$ cat config.mk
export PLATFORM = sky130hd
export DESIGN_NAME = sofs_regs
export DESIGN_NICKNAME = d
export VERILOG_FILES = /design/src/sofs_pkg.sv /design/src/sofs_counter.sv /design/src/sofs_regs.sv
export SDC_FILE = /design/constraint.sdc
export NUM_CORES = 1
export LEC_CHECK = 0
export BUFFER_PORTS_ARGS = -buffer_cell sky130_fd_sc_hd__buf_4
export CORE_MARGIN = 2
export CORE_UTILIZATION = 48
export CTS_CLUSTER_DIAMETER = 30
export CTS_CLUSTER_SIZE = 16
export DETAILED_ROUTE_END_ITERATION = 16
export GPL_ROUTABILITY_DRIVEN = 1
export HOLD_SLACK_MARGIN = 0.05
export PLACE_DENSITY = 0.87
export SYNTH_ARGS = -nofsm -noshare
export SYNTH_HDL_FRONTEND = slang
export SYNTH_SLANG_ARGS = --single-unit
$ cat constraint.sdc
create_clock -name clk -period 2.2 [get_ports clk]
set_clock_uncertainty 0.15 [all_clocks]
set_input_delay 0.22 -clock clk [delete_from_list [all_inputs] [get_ports clk]]
set_output_delay 0.22 -clock clk [all_outputs]
set_load 0.05 [all_outputs]
$ cat src/sofs_pkg.sv
// Package of field layouts, reset values and encodings for the output and fast-settle words.
package sofs_pkg;
  // ************************************************************
  // Word selection and field layout
  // ************************************************************
  localparam logic [1:0] SEL_DIVFILT = 2'h0;
  localparam logic [1:0] SEL_FASTSET = 2'h1;
  localparam logic [1:0] SEL_OUTPWR  = 2'h2;
  // Output power word fields.
  localparam int OE_LSB   = 0;
  localparam int DIVG_LSB = 4;
  localparam int OSCG_LSB = 8;
  localparam int TERM_LSB = 12;
  // Fast-settle word fields.
  localparam int TOC_LSB  = 0;
  localparam int FR3_LSB  = 14;
  localparam int FR4_LSB  = 17;
  localparam int FCPG_LSB = 20;
  // Divider and filter word fields.
  localparam int FREQ_LSB = 0;
  localparam int DIV_LSB  = 8;
  localparam int NR3_LSB  = 14;
  localparam int NR4_LSB  = 17;
  localparam int C3_LSB   = 20;
  // ************************************************************
  // Reset values and encodings
  // ************************************************************
  localparam logic [3:0]  PWR_RST   = 4'hc;
  localparam logic [1:0]  OE_OFF    = 2'h0;
  localparam logic [1:0]  OE_ON     = 2'h2;
  localparam logic [13:0] TOC_HIZ   = 14'h0000;
  localparam logic [13:0] TOC_ALWAYS = 14'h0001;
  localparam logic [13:0] TOC_LOW   = 14'h0002;
  localparam logic [13:0] TOC_HIGH  = 14'h0003;
  localparam logic [5:0]  DIV_BYPASS = 6'h01;
  localparam logic [5:0]  DIV_RST   = 6'h02;
  localparam logic [7:0]  FREQ_RST  = 8'h01;
  localparam logic [1:0]  MODE_FULL = 2'h0;
  localparam logic [1:0]  MODE_EXTOSC = 2'h1;
  localparam logic [1:0]  MODE_DIVONLY = 2'h2;
  localparam logic [1:0]  MODE_TEST = 2'h3;
  localparam logic [2:0]  RES_RST   = 3'h0;
  localparam logic [3:0]  CAP_RST   = 4'h0;
  localparam logic [4:0]  PUMP_RST  = 5'h00;
endpackage : sofs_pkg

$ cat src/sofs_counter.sv
// Fast-settle timeout counter running on phase-detector cycles.
`timescale 1ns/1ps
`default_nettype none
module sofs_counter (
  input  wire logic        clk,
  input  wire logic        rst,
  input  wire logic        start,
  input  wire logic [13:0] timeout,
  input  wire logic        pd_tick,
  output logic             running
);
  logic [14:0] cnt_ff;
  logic [14:0] nxt_cnt;

  // Load twice the timeout on start, then count down once per detector cycle.
  assign nxt_cnt = start ? {timeout, 1'b0}
                 : ((pd_tick && cnt_ff != 15'h0000) ? cnt_ff - 15'h0001 : cnt_ff);
  assign running = (cnt_ff != 15'h0000);

  // ************************************************************
  // Counter register
  // ************************************************************
  // Loading from start restarts even a running count.
  always_ff @(posedge clk or posedge rst) begin
    if (rst) begin
      cnt_ff <= 15'h0000;
    end else begin
      cnt_ff <= nxt_cnt;
    end
  end
endmodule // sofs_counter
`default_nettype wire

$ cat src/sofs_regs.sv
// Output gating, power, fast-settle and divider/filter word registers.
`timescale 1ns/1ps
`default_nettype none
module sofs_regs (
  input  wire logic        clk,
  input  wire logic        rst,
  input  wire logic        wr_stb,
  input  wire logic [1:0]  wr_sel,
  input  wire logic [31:0] wr_data,
  input  wire logic        freq_prog,
  input  wire logic        pd_tick,
  input  wire logic [1:0]  op_mode,
  input  wire logic        output_enable_pin,
  output logic             rf_output_on,
  output logic [3:0]       output_termination_level,
  output logic [3:0]       active_buffer_gain,
  output logic             fast_settle_pin_o,
  output logic             fast_settle_pin_oe,
  output logic             fast_settle_engaged,
  output logic [4:0]       pump_gain,
  output logic [2:0]       loop_resistor_three,
  output logic [2:0]       loop_resistor_four,
  output logic             filter_apply,
  output logic [3:0]       filter_capacitor_three,
  output logic [5:0]       output_divide_ratio,
  output logic             divider_bypass,
  output logic [7:0]       reference_freq_mhz,
  output logic             divider_resync
);
  // ************************************************************
  // Stored fields
  // ************************************************************
  logic [1:0]  output_enable_select_ff;
  logic [3:0]  divider_buffer_gain_ff;
  logic [3:0]  osc_buffer_gain_ff;
  logic [3:0]  output_termination_level_ff;
  logic [13:0] fast_settle_timeout_ff;
  logic [2:0]  fast_settle_resistor_three_ff;
  logic [2:0]  fast_settle_resistor_four_ff;
  logic [4:0]  fast_settle_pump_gain_ff;
  logic [4:0]  normal_pump_gain_ff;
  logic [7:0]  reference_freq_mhz_ff;
  logic [5:0]  output_divide_ratio_ff;
  logic [2:0]  filter_resistor_three_ff;
  logic [2:0]  filter_resistor_four_ff;
  logic [3:0]  filter_capacitor_three_ff;
  logic        divider_resync_ff;
  logic        counter_running;

  // Write decodes for each word.
  wire wr_pwr = wr_stb && (wr_sel == sofs_pkg::SEL_OUTPWR);
  wire wr_fs  = wr_stb && (wr_sel == sofs_pkg::SEL_FASTSET);
  wire wr_df  = wr_stb && (wr_sel == sofs_pkg::SEL_DIVFILT);

  // Output power word.
  always_ff @(posedge clk or posedge rst) begin
    if (rst) begin
      output_enable_select_ff     <= sofs_pkg::OE_OFF;
      divider_buffer_gain_ff      <= sofs_pkg::PWR_RST;
      osc_buffer_gain_ff          <= sofs_pkg::PWR_RST;
      output_termination_level_ff <= sofs_pkg::PWR_RST;
    end else if (wr_pwr) begin
      output_enable_select_ff     <= wr_data[sofs_pkg::OE_LSB +: 2];
      divider_buffer_gain_ff      <= wr_data[sofs_pkg::DIVG_LSB +: 4];
      osc_buffer_gain_ff          <= wr_data[sofs_pkg::OSCG_LSB +: 4];
      output_termination_level_ff <= wr_data[sofs_pkg::TERM_LSB +: 4];
    end
  end

  // Fast-settle word: timeout, alternate resistor codes and alternate pump gain.
  always_ff @(posedge clk or posedge rst) begin
    if (rst) begin
      fast_settle_timeout_ff        <= sofs_pkg::TOC_HIZ;
      fast_settle_resistor_three_ff <= sofs_pkg::RES_RST;
      fast_settle_resistor_four_ff  <= sofs_pkg::RES_RST;
      fast_settle_pump_gain_ff      <= sofs_pkg::PUMP_RST;
    end else if (wr_fs) begin
      fast_settle_timeout_ff        <= wr_data[sofs_pkg::TOC_LSB +: 14];
      fast_settle_resistor_three_ff <= wr_data[sofs_pkg::FR3_LSB +: 3];
      fast_settle_resistor_four_ff  <= wr_data[sofs_pkg::FR4_LSB +: 3];
      fast_settle_pump_gain_ff      <= wr_data[sofs_pkg::FCPG_LSB +: 5];
    end
  end

  // Divider and filter word; each write also pulses the resynchronise strobe.
  always_ff @(posedge clk or posedge rst) begin
    if (rst) begin
      reference_freq_mhz_ff     <= sofs_pkg::FREQ_RST;
      output_divide_ratio_ff    <= sofs_pkg::DIV_RST;
      filter_resistor_three_ff  <= sofs_pkg::RES_RST;
      filter_resistor_four_ff   <= sofs_pkg::RES_RST;
      filter_capacitor_three_ff <= sofs_pkg::CAP_RST;
    end else if (wr_df) begin
      reference_freq_mhz_ff     <= wr_data[sofs_pkg::FREQ_LSB +: 8];
      output_divide_ratio_ff    <= wr_data[sofs_pkg::DIV_LSB +: 6];
      filter_resistor_three_ff  <= wr_data[sofs_pkg::NR3_LSB +: 3];
      filter_resistor_four_ff   <= wr_data[sofs_pkg::NR4_LSB +: 3];
      filter_capacitor_three_ff <= wr_data[sofs_pkg::C3_LSB +: 4];
    end
  end

  // The normal pump gain belongs to a word outside this block; it stays at reset.
  always_ff @(posedge clk or posedge rst) begin
    if (rst) begin
      normal_pump_gain_ff <= sofs_pkg::PUMP_RST;
      divider_resync_ff   <= 1'b0;
    end else begin
      normal_pump_gain_ff <= normal_pump_gain_ff;
      divider_resync_ff   <= wr_df;
    end
  end

  // ************************************************************
  // Fast-settle timing
  // ************************************************************
  // Short timeouts never load the counter, so a count never starts for them.
  wire toc_counts = (fast_settle_timeout_ff > sofs_pkg::TOC_HIGH);
  sofs_counter u_counter (
    .clk     (clk),
    .rst     (rst),
    .start   (freq_prog && toc_counts),
    .timeout (fast_settle_timeout_ff),
    .pd_tick (pd_tick),
    .running (counter_running)
  );

  // Engaged while counting, or permanently for the always-on code.
  assign fast_settle_engaged = counter_running ||
                               (fast_settle_timeout_ff == sofs_pkg::TOC_ALWAYS);
  // Pin: a running count grounds it first, so rewriting a short code mid-count
  // cannot release the pin while the pump is still in its fast setting.
  assign fast_settle_pin_oe = counter_running ||
                              (!toc_counts &&
                               (fast_settle_timeout_ff != sofs_pkg::TOC_HIZ));
  assign fast_settle_pin_o  = !counter_running && !toc_counts &&
                              (fast_settle_timeout_ff == sofs_pkg::TOC_HIGH);

  // ************************************************************
  // Output gating and power selection
  // ************************************************************
  assign rf_output_on = (output_enable_select_ff == sofs_pkg::OE_ON) ||
                        (output_enable_select_ff[0] && output_enable_pin);
  assign divider_bypass = (output_divide_ratio_ff == sofs_pkg::DIV_BYPASS);
  assign output_termination_level = output_termination_level_ff;
  assign active_buffer_gain = divider_bypass ? osc_buffer_gain_ff
                                             : divider_buffer_gain_ff;

  // ************************************************************
  // Pump and filter selection
  // ************************************************************
  // Codes pass unchanged; the analog side decodes 200R,1k,2k,4k,16k.
  assign pump_gain = fast_settle_engaged ? fast_settle_pump_gain_ff
                                         : normal_pump_gain_ff;
  assign loop_resistor_three = fast_settle_engaged ? fast_settle_resistor_three_ff
                                                   : filter_resistor_three_ff;
  assign loop_resistor_four = fast_settle_engaged ? fast_settle_resistor_four_ff
                                                  : filter_resistor_four_ff;
  assign filter_apply = (op_mode == sofs_pkg::MODE_FULL);
  assign filter_capacitor_three = filter_capacitor_three_ff;
  assign output_divide_ratio = output_divide_ratio_ff;
  assign reference_freq_mhz = reference_freq_mhz_ff;
  assign divider_resync = divider_resync_ff;
endmodule // sofs_regs
`default_nettype wire

==> results of run 1 <==
[registers in the layout, summed over array words and instances (netlist names), 3 cells and up]
signal / flops
u_counter.cnt_ff: 15
fast_settle_timeout_ff: 14
reference_freq_mhz: 8
output_divide_ratio: 6
fast_settle_pump_gain_ff: 5
divider_buffer_gain_ff: 4
filter_capacitor_three: 4
osc_buffer_gain_ff: 4
output_termination_level: 4
fast_settle_resistor_four_ff: 3
fast_settle_resistor_three_ff: 3
filter_resistor_four_ff: 3
filter_resistor_three_ff: 3
[metal layers]
| metal | vias to the layer above | track usage, % | share of wire [%] |
|---|---|---|---|
| li1 | 1310 | - | - |
| met1 | 1493 | 31.6 | 41 |
| met2 | 121 | 42.2 | 51 |
| met3 | 32 | 4.53 | 6.1 |
| met4 | 0 | 11.5 | 2.2 |
| met5 | - | 0 | 0 |
[power by group]
group          leakage (nW)  switching, mW  total, mW  internal, mW
Sequential            0.929          0.227       1.97          1.74
Clock                 0.103          0.550       1.11         0.556
Combinational          1.37          0.965       1.71         0.746
[worst max-delay path by stage]
stage,from,endpoint,slack [ns],cells past startpoint
floorplan,fast_settle_timeout_ff[9],loop_resistor_four[0],-0.005,6
global placement,fast_settle_timeout_ff[3],loop_resistor_four[2],-0.20,7
detailed placement,fast_settle_timeout_ff[9],loop_resistor_four[2],-0.22,7
CTS,fast_settle_timeout_ff[2],loop_resistor_four[1],-0.52,7
global route,fast_settle_timeout_ff[4],loop_resistor_four[2],-0.56,7
finish,fast_settle_timeout_ff[4],loop_resistor_three[0],-0.51,7
[Yosys cell counts (2+ instances only)]
master	instances
nor3b_1	2
mux2_2	64
nor2_1	12
o31ai_1	2
xor2_1	4
buf_4	2
nand4_1	4
mux2_4	5
nor4_1	6
a21oi_1	4
o21ai_1	4
nand2_1	30
nand3_1	5
o21ai_0	2
and2_1	6
a31oi_1	4
dfrtp_1	71
clkbuf_1	7
a21o_1	2
inv_1	4
dfstp_2	8
nand3b_1	4
nor3_1	4
[layout by cell type, fill, tap and decap left out, drive strengths merged, types with 6 or more instances in the layout]
master,synthesis,routed
and2,6,6
buf,2,123
clkbuf,7,11
dfrtp,71,71
dfstp,8,8
dlygate4sd3,0,27
mux2,70,70
nand2,31,31
nor2,14,14
nor4,7,7
o21ai,6,6
[critical path: stages, from the launching register on]
cell	delay (ns)
dfrtp_1	0.40
nor4_2	0.32
nand3_1	0.16
or3b_4	0.43
nand2_4	0.09
buf_12	0.13
mux2_4	0.31
buf_6	0.15
[cells by family (layout without fill, tap and decap cells)]
family | Yosys count | count (layout) | synth area share [%]
multiplexers | 70 | 70 | 22.7
AO/OA/AOI/OAI | 24 | 24 | 4.44
AND/OR/NAND/NOR | 87 | 87 | 13.7
flip-flops | 79 | 79 | 56.0
adder cells (fa/ha/maj) | 1 | 1 | 0.352
XOR/XNOR | 5 | 5 | 1.23
buffers and inverters | 13 | 170 | 1.59
[final cells by class]
type                    instances  area (sq um)
clock buffers                  11           141
repair buffers                150          1330
well taps                      99           124
multi-input cells             187          1680
flip-flops and latches         79          1990
inverters                       4          22.5
clock inverters                 5          57.6
fillers                       417          1860
[stage by stage]
step                      setup WS, ns  area, sq um  TNS [ns]  utilization, %  cells
final                           -0.509         5350     -6.05            74.2    535
after global placement          -0.198         4520     -1.16            62.7    481
after detailed placement        -0.224         4520     -1.45            62.7    481
after floorplan               -0.00541         3570   -0.0271               -    279
after CTS                       -0.518         5190     -5.56            72.0    531
after global routing            -0.562         5350     -7.29            74.2    535
[repair_timing]
item | in CTS | in global routing
gates resized for setup | 31 | 24
gates cloned | 1 | 0
pin swaps | 8 | 14
hold buffers | 27 | 0
hold endpoints to repair | 124 | 0
setup buffers | 7 | 7
setup endpoints to repair | 16 | 25
==> flow_metrics.tcl, run 1 <==
set metrics [dict create \
    synth-seq-cells 79 \
    synth.largest_area_cell "dfrtp_1" \
    start_kind "flop" \
    finalSetupViolCount 18 \
    io_buffers 78 \
    die_x_um 90.0 \
    synthToLayoutAreaGrowth_pct 50.7 \
    num-nets-final 474 \
    root_buffer "clkbuf_8" \
    reg2reg_slack_ns -0.11 \
    r2r-end "u_counter.cnt_ff[2]" \
    grt_antenna_before_repair 0 \
    status "finished, violations left" \
    arrival_ns 2.34 \
    relSlewSlack_pct 48.8 \
    syn_area_sq_mm 0.00355 \
    overflow 0 \
    row_count 31 \
    totalWireLength_um 10200 \
    synth.top_cell.area_share_pct 50.1 \
    drt_iter0_drc 231 \
    cts.sink_count 79 \
    worstMarginPinSlew_ns 0.765 \
    cts_buffers 9 \
    cts_tree "built" \
    end_kind "primary output" \
    ff2ff_path_depth 8 \
    worstHoldStart "wr_sel[1]" \
    ir_drop_mv 0.544 \
    path_class "flop to primary output" \
    synth-seq-area-share_pct 56.0 \
    yosys_warnings 0 \
    gp_congestion 0.942 \
    finalMaxSlewViolations 0 \
    viasPerCell 5.53 \
    reg2reg_from "u_counter.cnt_ff[6]" \
    synthCells 279 \
    cts.htree.levels 3 \
    crit_required_ns 1.83 \
    violations "negative setup slack" \
    cp_max_fo 6 \
    grt_pass1_wl_um 15800 \
    hold_class "input port to flop" \
    postSynth.asyncResetShare_pct 100 \
    grt_pass1_vias 3041 \
    powerDensity_mw_per_mm2 895 \
    synth_nets 322 \
    rsz0062_at_grt "true" \
    layout-drive-gt1-share_pct 58.0 \
    drc_errors 0 \
    hpwl_um 5820 \
    dieArea_sq_mm 0.00810 \
    core-area_sq_mm 0.00721 \
    synth.avg_cell_area_sq_um 12.7 \
    diodes 0 \
    synth_area_leaders "dfrtp_1, mux2_2, dfstp_2" \
    track_usage_pct 25.0 \
    synth_edf_count 0 \
    ctsLongestPathBuffers 2 \
    fin_crit_sh_pct 123 \
    hold_viol 0 \
    num_vias 2956 \
    hold_path_depth 3 \
    postRouteAntennaNets 0 \
    power_mw 4.79 \
    hold_end "divider_resync" \
    leakagePower_nw 2.40 \
    max_freq_mhz 369 \
    min_period_ns 2.71 \
    clock_latency_ns 0.36 \
    ys_types 46 \
    ios 86 \
    drtPass1Iterations 4 \
    cts.clk_slew.worst_paths_ns 0.09 \
    synthFlopType "dfrtp_1" \
    start_util_pct 49.2 \
    die_h_um 90.0 \
    setup_slack_ns -0.509 \
    maxCapViolCount 0 \
    grt_start_max_net_pins 46 \
    hold_ws_ns 0.105 \
    wire_per_inst_um 19.1 \
]
Note: power is estimated with default switching activity, not from simulation.
==> run 2: changes to the inputs <==
--- a/config.mk
+++ b/config.mk
@@ -6,7 +6,7 @@
 export NUM_CORES = 1
 export LEC_CHECK = 0
 export BUFFER_PORTS_ARGS = -buffer_cell sky130_fd_sc_hd__buf_4
-export CORE_MARGIN = 2
+export CORE_MARGIN = 10
 export CORE_UTILIZATION = 48
 export CTS_CLUSTER_DIAMETER = 30
 export CTS_CLUSTER_SIZE = 16
==> run 2 against run 1 <==
The run still ends with negative setup slack left. Sequential cell count is the same. Register-to-register slack barely moved. Critical endpoint is now loop_resistor_four[0]. Setup slack got worse by 0.14 ns. Sequential share of layout area is 1.1 points lower. Cell area rose by 2.9%. First-iteration DRC count grew 65%. Power is 7.4% higher. Sequential power up 3%. Fmax is 5.0% lower. Utilization rose by 2.2 points.
==> flow_metrics.tcl, run 2 (synthesis results as in run 1) <==
set metrics [dict create \
    overflow 0 \
    rsz0062_at_grt "true" \
    multiInputGateArea_sq_mm 0.00178 \
    num_vias 3206 \
    core-area_sq_mm 0.00721 \
    grt_start_max_net_pins 66 \
    power_mw 5.14 \
    p_seq_share_pct 39.3 \
    setup_tns_ns -8.35 \
    hold_class "input port to flop" \
    powerDensity_mw_per_mm2 934 \
    gp_congestion 0.875 \
    cp_max_fo 6 \
    row_count 31 \
    relSlewSlack_pct 61.5 \
    layout-drive-gt1-share_pct 62.0 \
    fill_cells 391 \
    ctsLongestPathBuffers 2 \
    cts.clk_slew.worst_paths_ns 0.08 \
    seq_area_sq_mm 0.00199 \
    p_sw_mw 1.95 \
    synthToLayoutAreaGrowth_pct 55.1 \
    violations "negative setup slack" \
    hold_ws_ns 0.0903 \
    clock_latency_ns 0.38 \
    start_util_pct 49.2 \
    design_area_sq_mm 0.00551 \
    finalSetupViolCount 24 \
    drt_iter0_drc 380 \
    dieArea_sq_mm 0.0112 \
    grt_antenna_before_repair 0 \
    io_buffers 78 \
    worstMarginPinSlew_ns 0.578 \
    largest_register_ffs 15 \
    placed_area_sq_mm 0.00453 \
    intPower_mw 3.19 \
    die_h_um 106 \
    setup_slack_ns -0.652 \
    p_sw_share_pct 37.9 \
    drtPass1Iterations 5 \
    crit_required_ns 1.83 \
    num-nets-final 477 \
    track_usage_pct 21.7 \
    top_register "u_counter.cnt_ff" \
    hpwl_um 6650 \
    maxCapViolCount 0 \
    postRouteAntennaNets 0 \
    arrival_ns 2.48 \
    finalMaxSlewViolations 0 \
    viasPerCell 5.96 \
    status "finished, violations left" \
    start_kind "flop" \
    grt_pass1_vias 3442 \
    wire_per_inst_um 25.7 \
    path_class "flop to primary output" \
    ir_drop_mv 0.773 \
    leakagePower_nw 2.43 \
    die_x_um 106 \
    drc_errors 0 \
    ios 86 \
    layout_commonest_cell "buf_4" \
    cts_buffers 9 \
    cts.htree.levels 3 \
    p_clk_share_pct 24.0 \
    cts_tree "built" \
    pwr-share-comb_pct 36.7 \
    totalWireLength_um 13800 \
    end_kind "primary output" \
    mostFrequentLayoutCells "buf_4, dfrtp_1, mux2_2, dlygate4sd3_1, nand2_1" \
    cts.sink_count 79 \
    max_freq_mhz 351 \
    min_period_ns 2.85 \
    diodes 0 \
    hold_viol 0 \
    root_buffer "clkbuf_8" \
    grt_pass1_wl_um 19200 \
    fin_crit_sh_pct 130 \
]
-- run 2: changes by cell type in the layout (fill, tap and decap cells not counted), moves of 2 or more --
cell        delta
buf_8          +7
clkinv_4       -2
nand2_1        -9
a21oi_2        +2
and2_4         +4
buf_4          -4
clkinvlp_4     +2
nand2_2        +8
and2_2         -5
buf_6          +2
-- run 2: through the flow --
| stage | std cells | worst slack (ns) | utilization, % |
|---|---|---|---|
| 3_3_place_gp | 482 | -0.215 | 62.8 |
| 5_1_grt | 538 | -0.714 | 76.3 |
| 4_1_cts | 531 | -0.552 | 72.5 |
| 2_1_floorplan | 279 | -0.00541 | - |
| 6_report | 538 | -0.652 | 76.3 |
| 3_5_place_dp | 482 | -0.218 | 62.8 |
-- run 2: worst max-delay path, stage by stage, from the launching register on --
cell,delay [ns]
dfrtp_1,0.41
inv_2,0.08
ha_4,0.15
nor3b_4,0.29
nand2_2,0.14
nor4_4,0.30
nand2_4,0.11
buf_12,0.15
mux2_4,0.31
buf_6,0.16
-- run 2: path summary, 6_finish.rpt --
kind / startpoint / to / slack (ns) / depth (start not counted)
min reg2reg: fast_settle_pump_gain_ff[4] / fast_settle_pump_gain_ff[4] / 0.37 / 1
max reg2reg: u_counter.cnt_ff[7] / u_counter.cnt_ff[12] / -0.12 / 6
max: u_counter.cnt_ff[1] / loop_resistor_four[0] / -0.65 / 9
min in group asynchronous: rst / fast_settle_timeout_ff[1] / 0.25 / 3
max in group asynchronous: rst / osc_buffer_gain_ff[2] / 0.96 / 4
min: wr_sel[0] / divider_resync / 0.09 / 3
-- run 2: final cells by class --
| type | count | share of cell area (%) |
|---|---|---|
| Sequential cell | 79 | 36.1 |
| Multi-Input combinational cell | 187 | 32.3 |
| Timing Repair Buffer | 153 | 25.1 |
| Clock buffer | 10 | 2.32 |
| Tap cell | 99 | 2.25 |
| Clock inverter | 6 | 1.55 |
| Inverter | 4 | 0.409 |
-- run 2: routing by layer --
layer	part of all wire (%)	track usage, %
met2	49	35.8
met5	0	0
met4	6.4	12.7
met1	35	23.3
met3	9.3	8.21
-- run 2: power groups by stage --
stage | clock, mW | combinational, mW | sequential, mW
2_1_floorplan | 0 | 0.695 | 2.20
3_3_place_gp | 0 | 1.49 | 1.93
3_5_place_dp | 0 | 1.53 | 1.95
4_1_cts | 1.17 | 1.65 | 1.95
5_1_grt | 1.29 | 1.97 | 2.03
6_report | 1.24 | 1.89 | 2.02
-- run 2: timing repair --
| item | CTS | global route |
|---|---|---|
| pin swaps | 6 | 20 |
| setup endpoints to repair | 18 | 31 |
| hold endpoints to repair | 84 | 0 |
| resized for setup | 36 | 60 |
| hold buffers | 27 | 0 |
| gates cloned | 1 | 0 |
| buffers inserted | 5 | 10 |
==> run 3: changes to the inputs <==
--- a/config.mk
+++ b/config.mk
@@ -6,6 +6,7 @@
 export NUM_CORES = 1
 export LEC_CHECK = 0
 export BUFFER_PORTS_ARGS = -buffer_cell sky130_fd_sc_hd__buf_4
+export CORE_ASPECT_RATIO = 1.75
 export CORE_MARGIN = 10
 export CORE_UTILIZATION = 48
 export CTS_CLUSTER_DIAMETER = 30
==> run 3 against run 2 <==
Non-clock buffer count is 4 higher. First-iteration DRC count is 44% lower. Die area is 1.2% higher. Clock power is 10% higher. Register-to-register slack better by 0.04 ns. Fmax is 4.4% higher. Wire length is 20% lower. The flow still finishes with violations (negative setup slack). Power is 0.70% lower. Cell count is 1.3% lower.
==> flow_metrics.tcl, run 3 (synthesis results as in run 1) <==
set metrics [dict create \
    status "finished, violations left" \
    violations "negative setup slack" \
    core-area_sq_mm 0.00723 \
    relSlewSlack_pct 71.9 \
    p_sw_mw 1.79 \
    fin_crit_sh_pct 124 \
    hpwl_um 6940 \
    min_period_ns 2.73 \
    slowest_delay_ns 0.42 \
    overflow 0 \
    drtPass1Iterations 4 \
    cts_buffers 9 \
    postRouteAntennaNets 0 \
    start_util_pct 49.1 \
    final_util_pct 74.9 \
    maxCapViolCount 0 \
    post-place-cells 474 \
    die_x_um 85.0 \
    critPathCapture "loop_resistor_four[1]" \
    cts_tree "built" \
    rsz0062_at_grt "true" \
    reg2reg_from "u_counter.cnt_ff[0]" \
    finalSetupViolCount 16 \
    p_seq_share_pct 38.6 \
    reg2reg_slack_ns -0.08 \
    place_ws_ns -0.234 \
    cp_common_cell "buf_6" \
    dieArea_sq_mm 0.0114 \
    wire_per_inst_um 20.8 \
    track_usage_pct 18.7 \
    setup_tns_ns -5.83 \
    mostFrequentLayoutCells "buf_4, dfrtp_1, mux2_2, nand2_1, dlygate4sd3_1" \
    p_sw_share_pct 35.0 \
    startpoint "fast_settle_timeout_ff[9]" \
    path_class "flop to primary output" \
    clock_latency_ns 0.34 \
    end_kind "primary output" \
    top_register "u_counter.cnt_ff" \
    viasPerCell 5.57 \
    grt_start_max_net_pins 80 \
    worstMarginPinSlew_ns 0.418 \
    cts.htree.levels 3 \
    gp_congestion 0.841 \
    fill_cells 431 \
    layout_commonest_cell "buf_4" \
    die_h_um 134 \
    ff2ff_path_depth 11 \
    ios 86 \
    crit_required_ns 1.83 \
    grt_pass1_vias 3207 \
    crit_chain "nor4_2, nand3_1, or3b_4, nand2_2, buf_6, mux2_4, buf_6" \
    layout-drive-gt1-share_pct 58.7 \
    num_vias 2956 \
    p_clk_share_pct 26.8 \
    cp_max_fo 7 \
    arrival_ns 2.36 \
    intPower_mw 3.32 \
    hold_class "input port to flop" \
    max_freq_mhz 366 \
    finalMaxSlewViolations 0 \
    ctsLongestPathBuffers 2 \
    grt_pass1_wl_um 16800 \
    pwr-share-comb_pct 34.6 \
    layout.cells.non_filler 531 \
    hold_viol 0 \
    r2r-end "u_counter.cnt_ff[7]" \
    totalWireLength_um 11100 \
    drc_errors 0 \
    start_kind "flop" \
    synthToLayoutAreaGrowth_pct 52.6 \
    cpMaxStageDelayCell "or3b_4" \
    cts.sink_count 79 \
    root_buffer "clkbuf_16" \
    ir_drop_mv 0.649 \
    largest_register_ffs 15 \
    drt_iter0_drc 214 \
    num-nets-final 481 \
    cts.clk_slew.worst_paths_ns 0.06 \
    grt_antenna_before_repair 2 \
    io_buffers 78 \
    row_count 41 \
    setup_slack_ns -0.532 \
    leakagePower_nw 2.43 \
    powerDensity_mw_per_mm2 943 \
]
## run 3: cell count changes in the layout (fill, tap and decap cells not counted), sizes merged
cell	before	now
clkbuf	10	13
clkinvlp	4	2
diode	0	2
bufinv	2	0
buf	126	130
clkinv	2	3
## run 3: power by group through the flow
stage          registers [mW]  clock network (mW)  logic, mW
3_3_place_gp             1.93                   0       1.52
3_5_place_dp             1.95                   0       1.56
4_1_cts                  1.94                1.38       1.66
2_1_floorplan            2.20                   0      0.695
6_report                 1.97                1.37       1.77
5_1_grt                  2.00                1.44       1.86
## run 3: stage by stage
step	instance area [sq um]	hold slack (ns)	total power, mW
floorplan	3570	0.221	2.90
global placement	4540	0.209	3.45
detailed placement	4540	0.222	3.51
CTS	5210	0.105	4.98
global route	5420	0.165	5.30
finish	5420	0.117	5.11
## run 3: critical path, delay by kind of cell, from the launching register on
kind          cells  cell delay, ns
mux               1            0.32
flops             1            0.40
simple gates      4            1.00
buf+inv           2            0.30
## run 3: layer usage
metal / vias up / wire length (um) / share of wire [%] / track usage [%]
li1: 1322 / - / - / -
met1: 1490 / 3900 / 35 / 18.1
met2: 111 / 6240 / 56 / 33.7
met3: 33 / 504 / 4.6 / 4.58
met4: 0 / 425 / 3.8 / 11.8
met5: - / 0 / 0 / 0
## run 3: layout make-up
type,count,area [sq um],share of cell area (%)
Multi-Input combinational cell,187,1680,31.0
Clock buffer,13,250,4.62
Antenna cell,2,5.00,0.0924
Timing Repair Buffer,157,1350,24.9
Tap cell,86,108,1.99
Inverter,4,22.5,0.416
Clock inverter,3,18.8,0.346
Sequential cell,79,1990,36.7
## run 3: timing repair
item	in CTS	in global routing
setup endpoints to repair	22	24
buffers inserted	3	10
hold buffers	27	0
pin swaps	4	15
resized for setup	26	33
hold endpoints to repair	138	0
## run 3: how the worst min path moves through the flow
stage | startpoint | endpoint | slack [ns] | depth (start not counted)
2_1_floorplan | wr_data[1] | output_enable_select_ff[1] | 0.22 | 1
3_3_place_gp | rst | u_counter.cnt_ff[0] | 0.21 | 3
3_5_place_dp | rst | divider_resync | 0.22 | 3
4_1_cts | pd_tick | u_counter.cnt_ff[0] | 0.11 | 4
5_1_grt | pd_tick | u_counter.cnt_ff[0] | 0.17 | 4
6_report | pd_tick | u_counter.cnt_ff[0] | 0.12 | 4
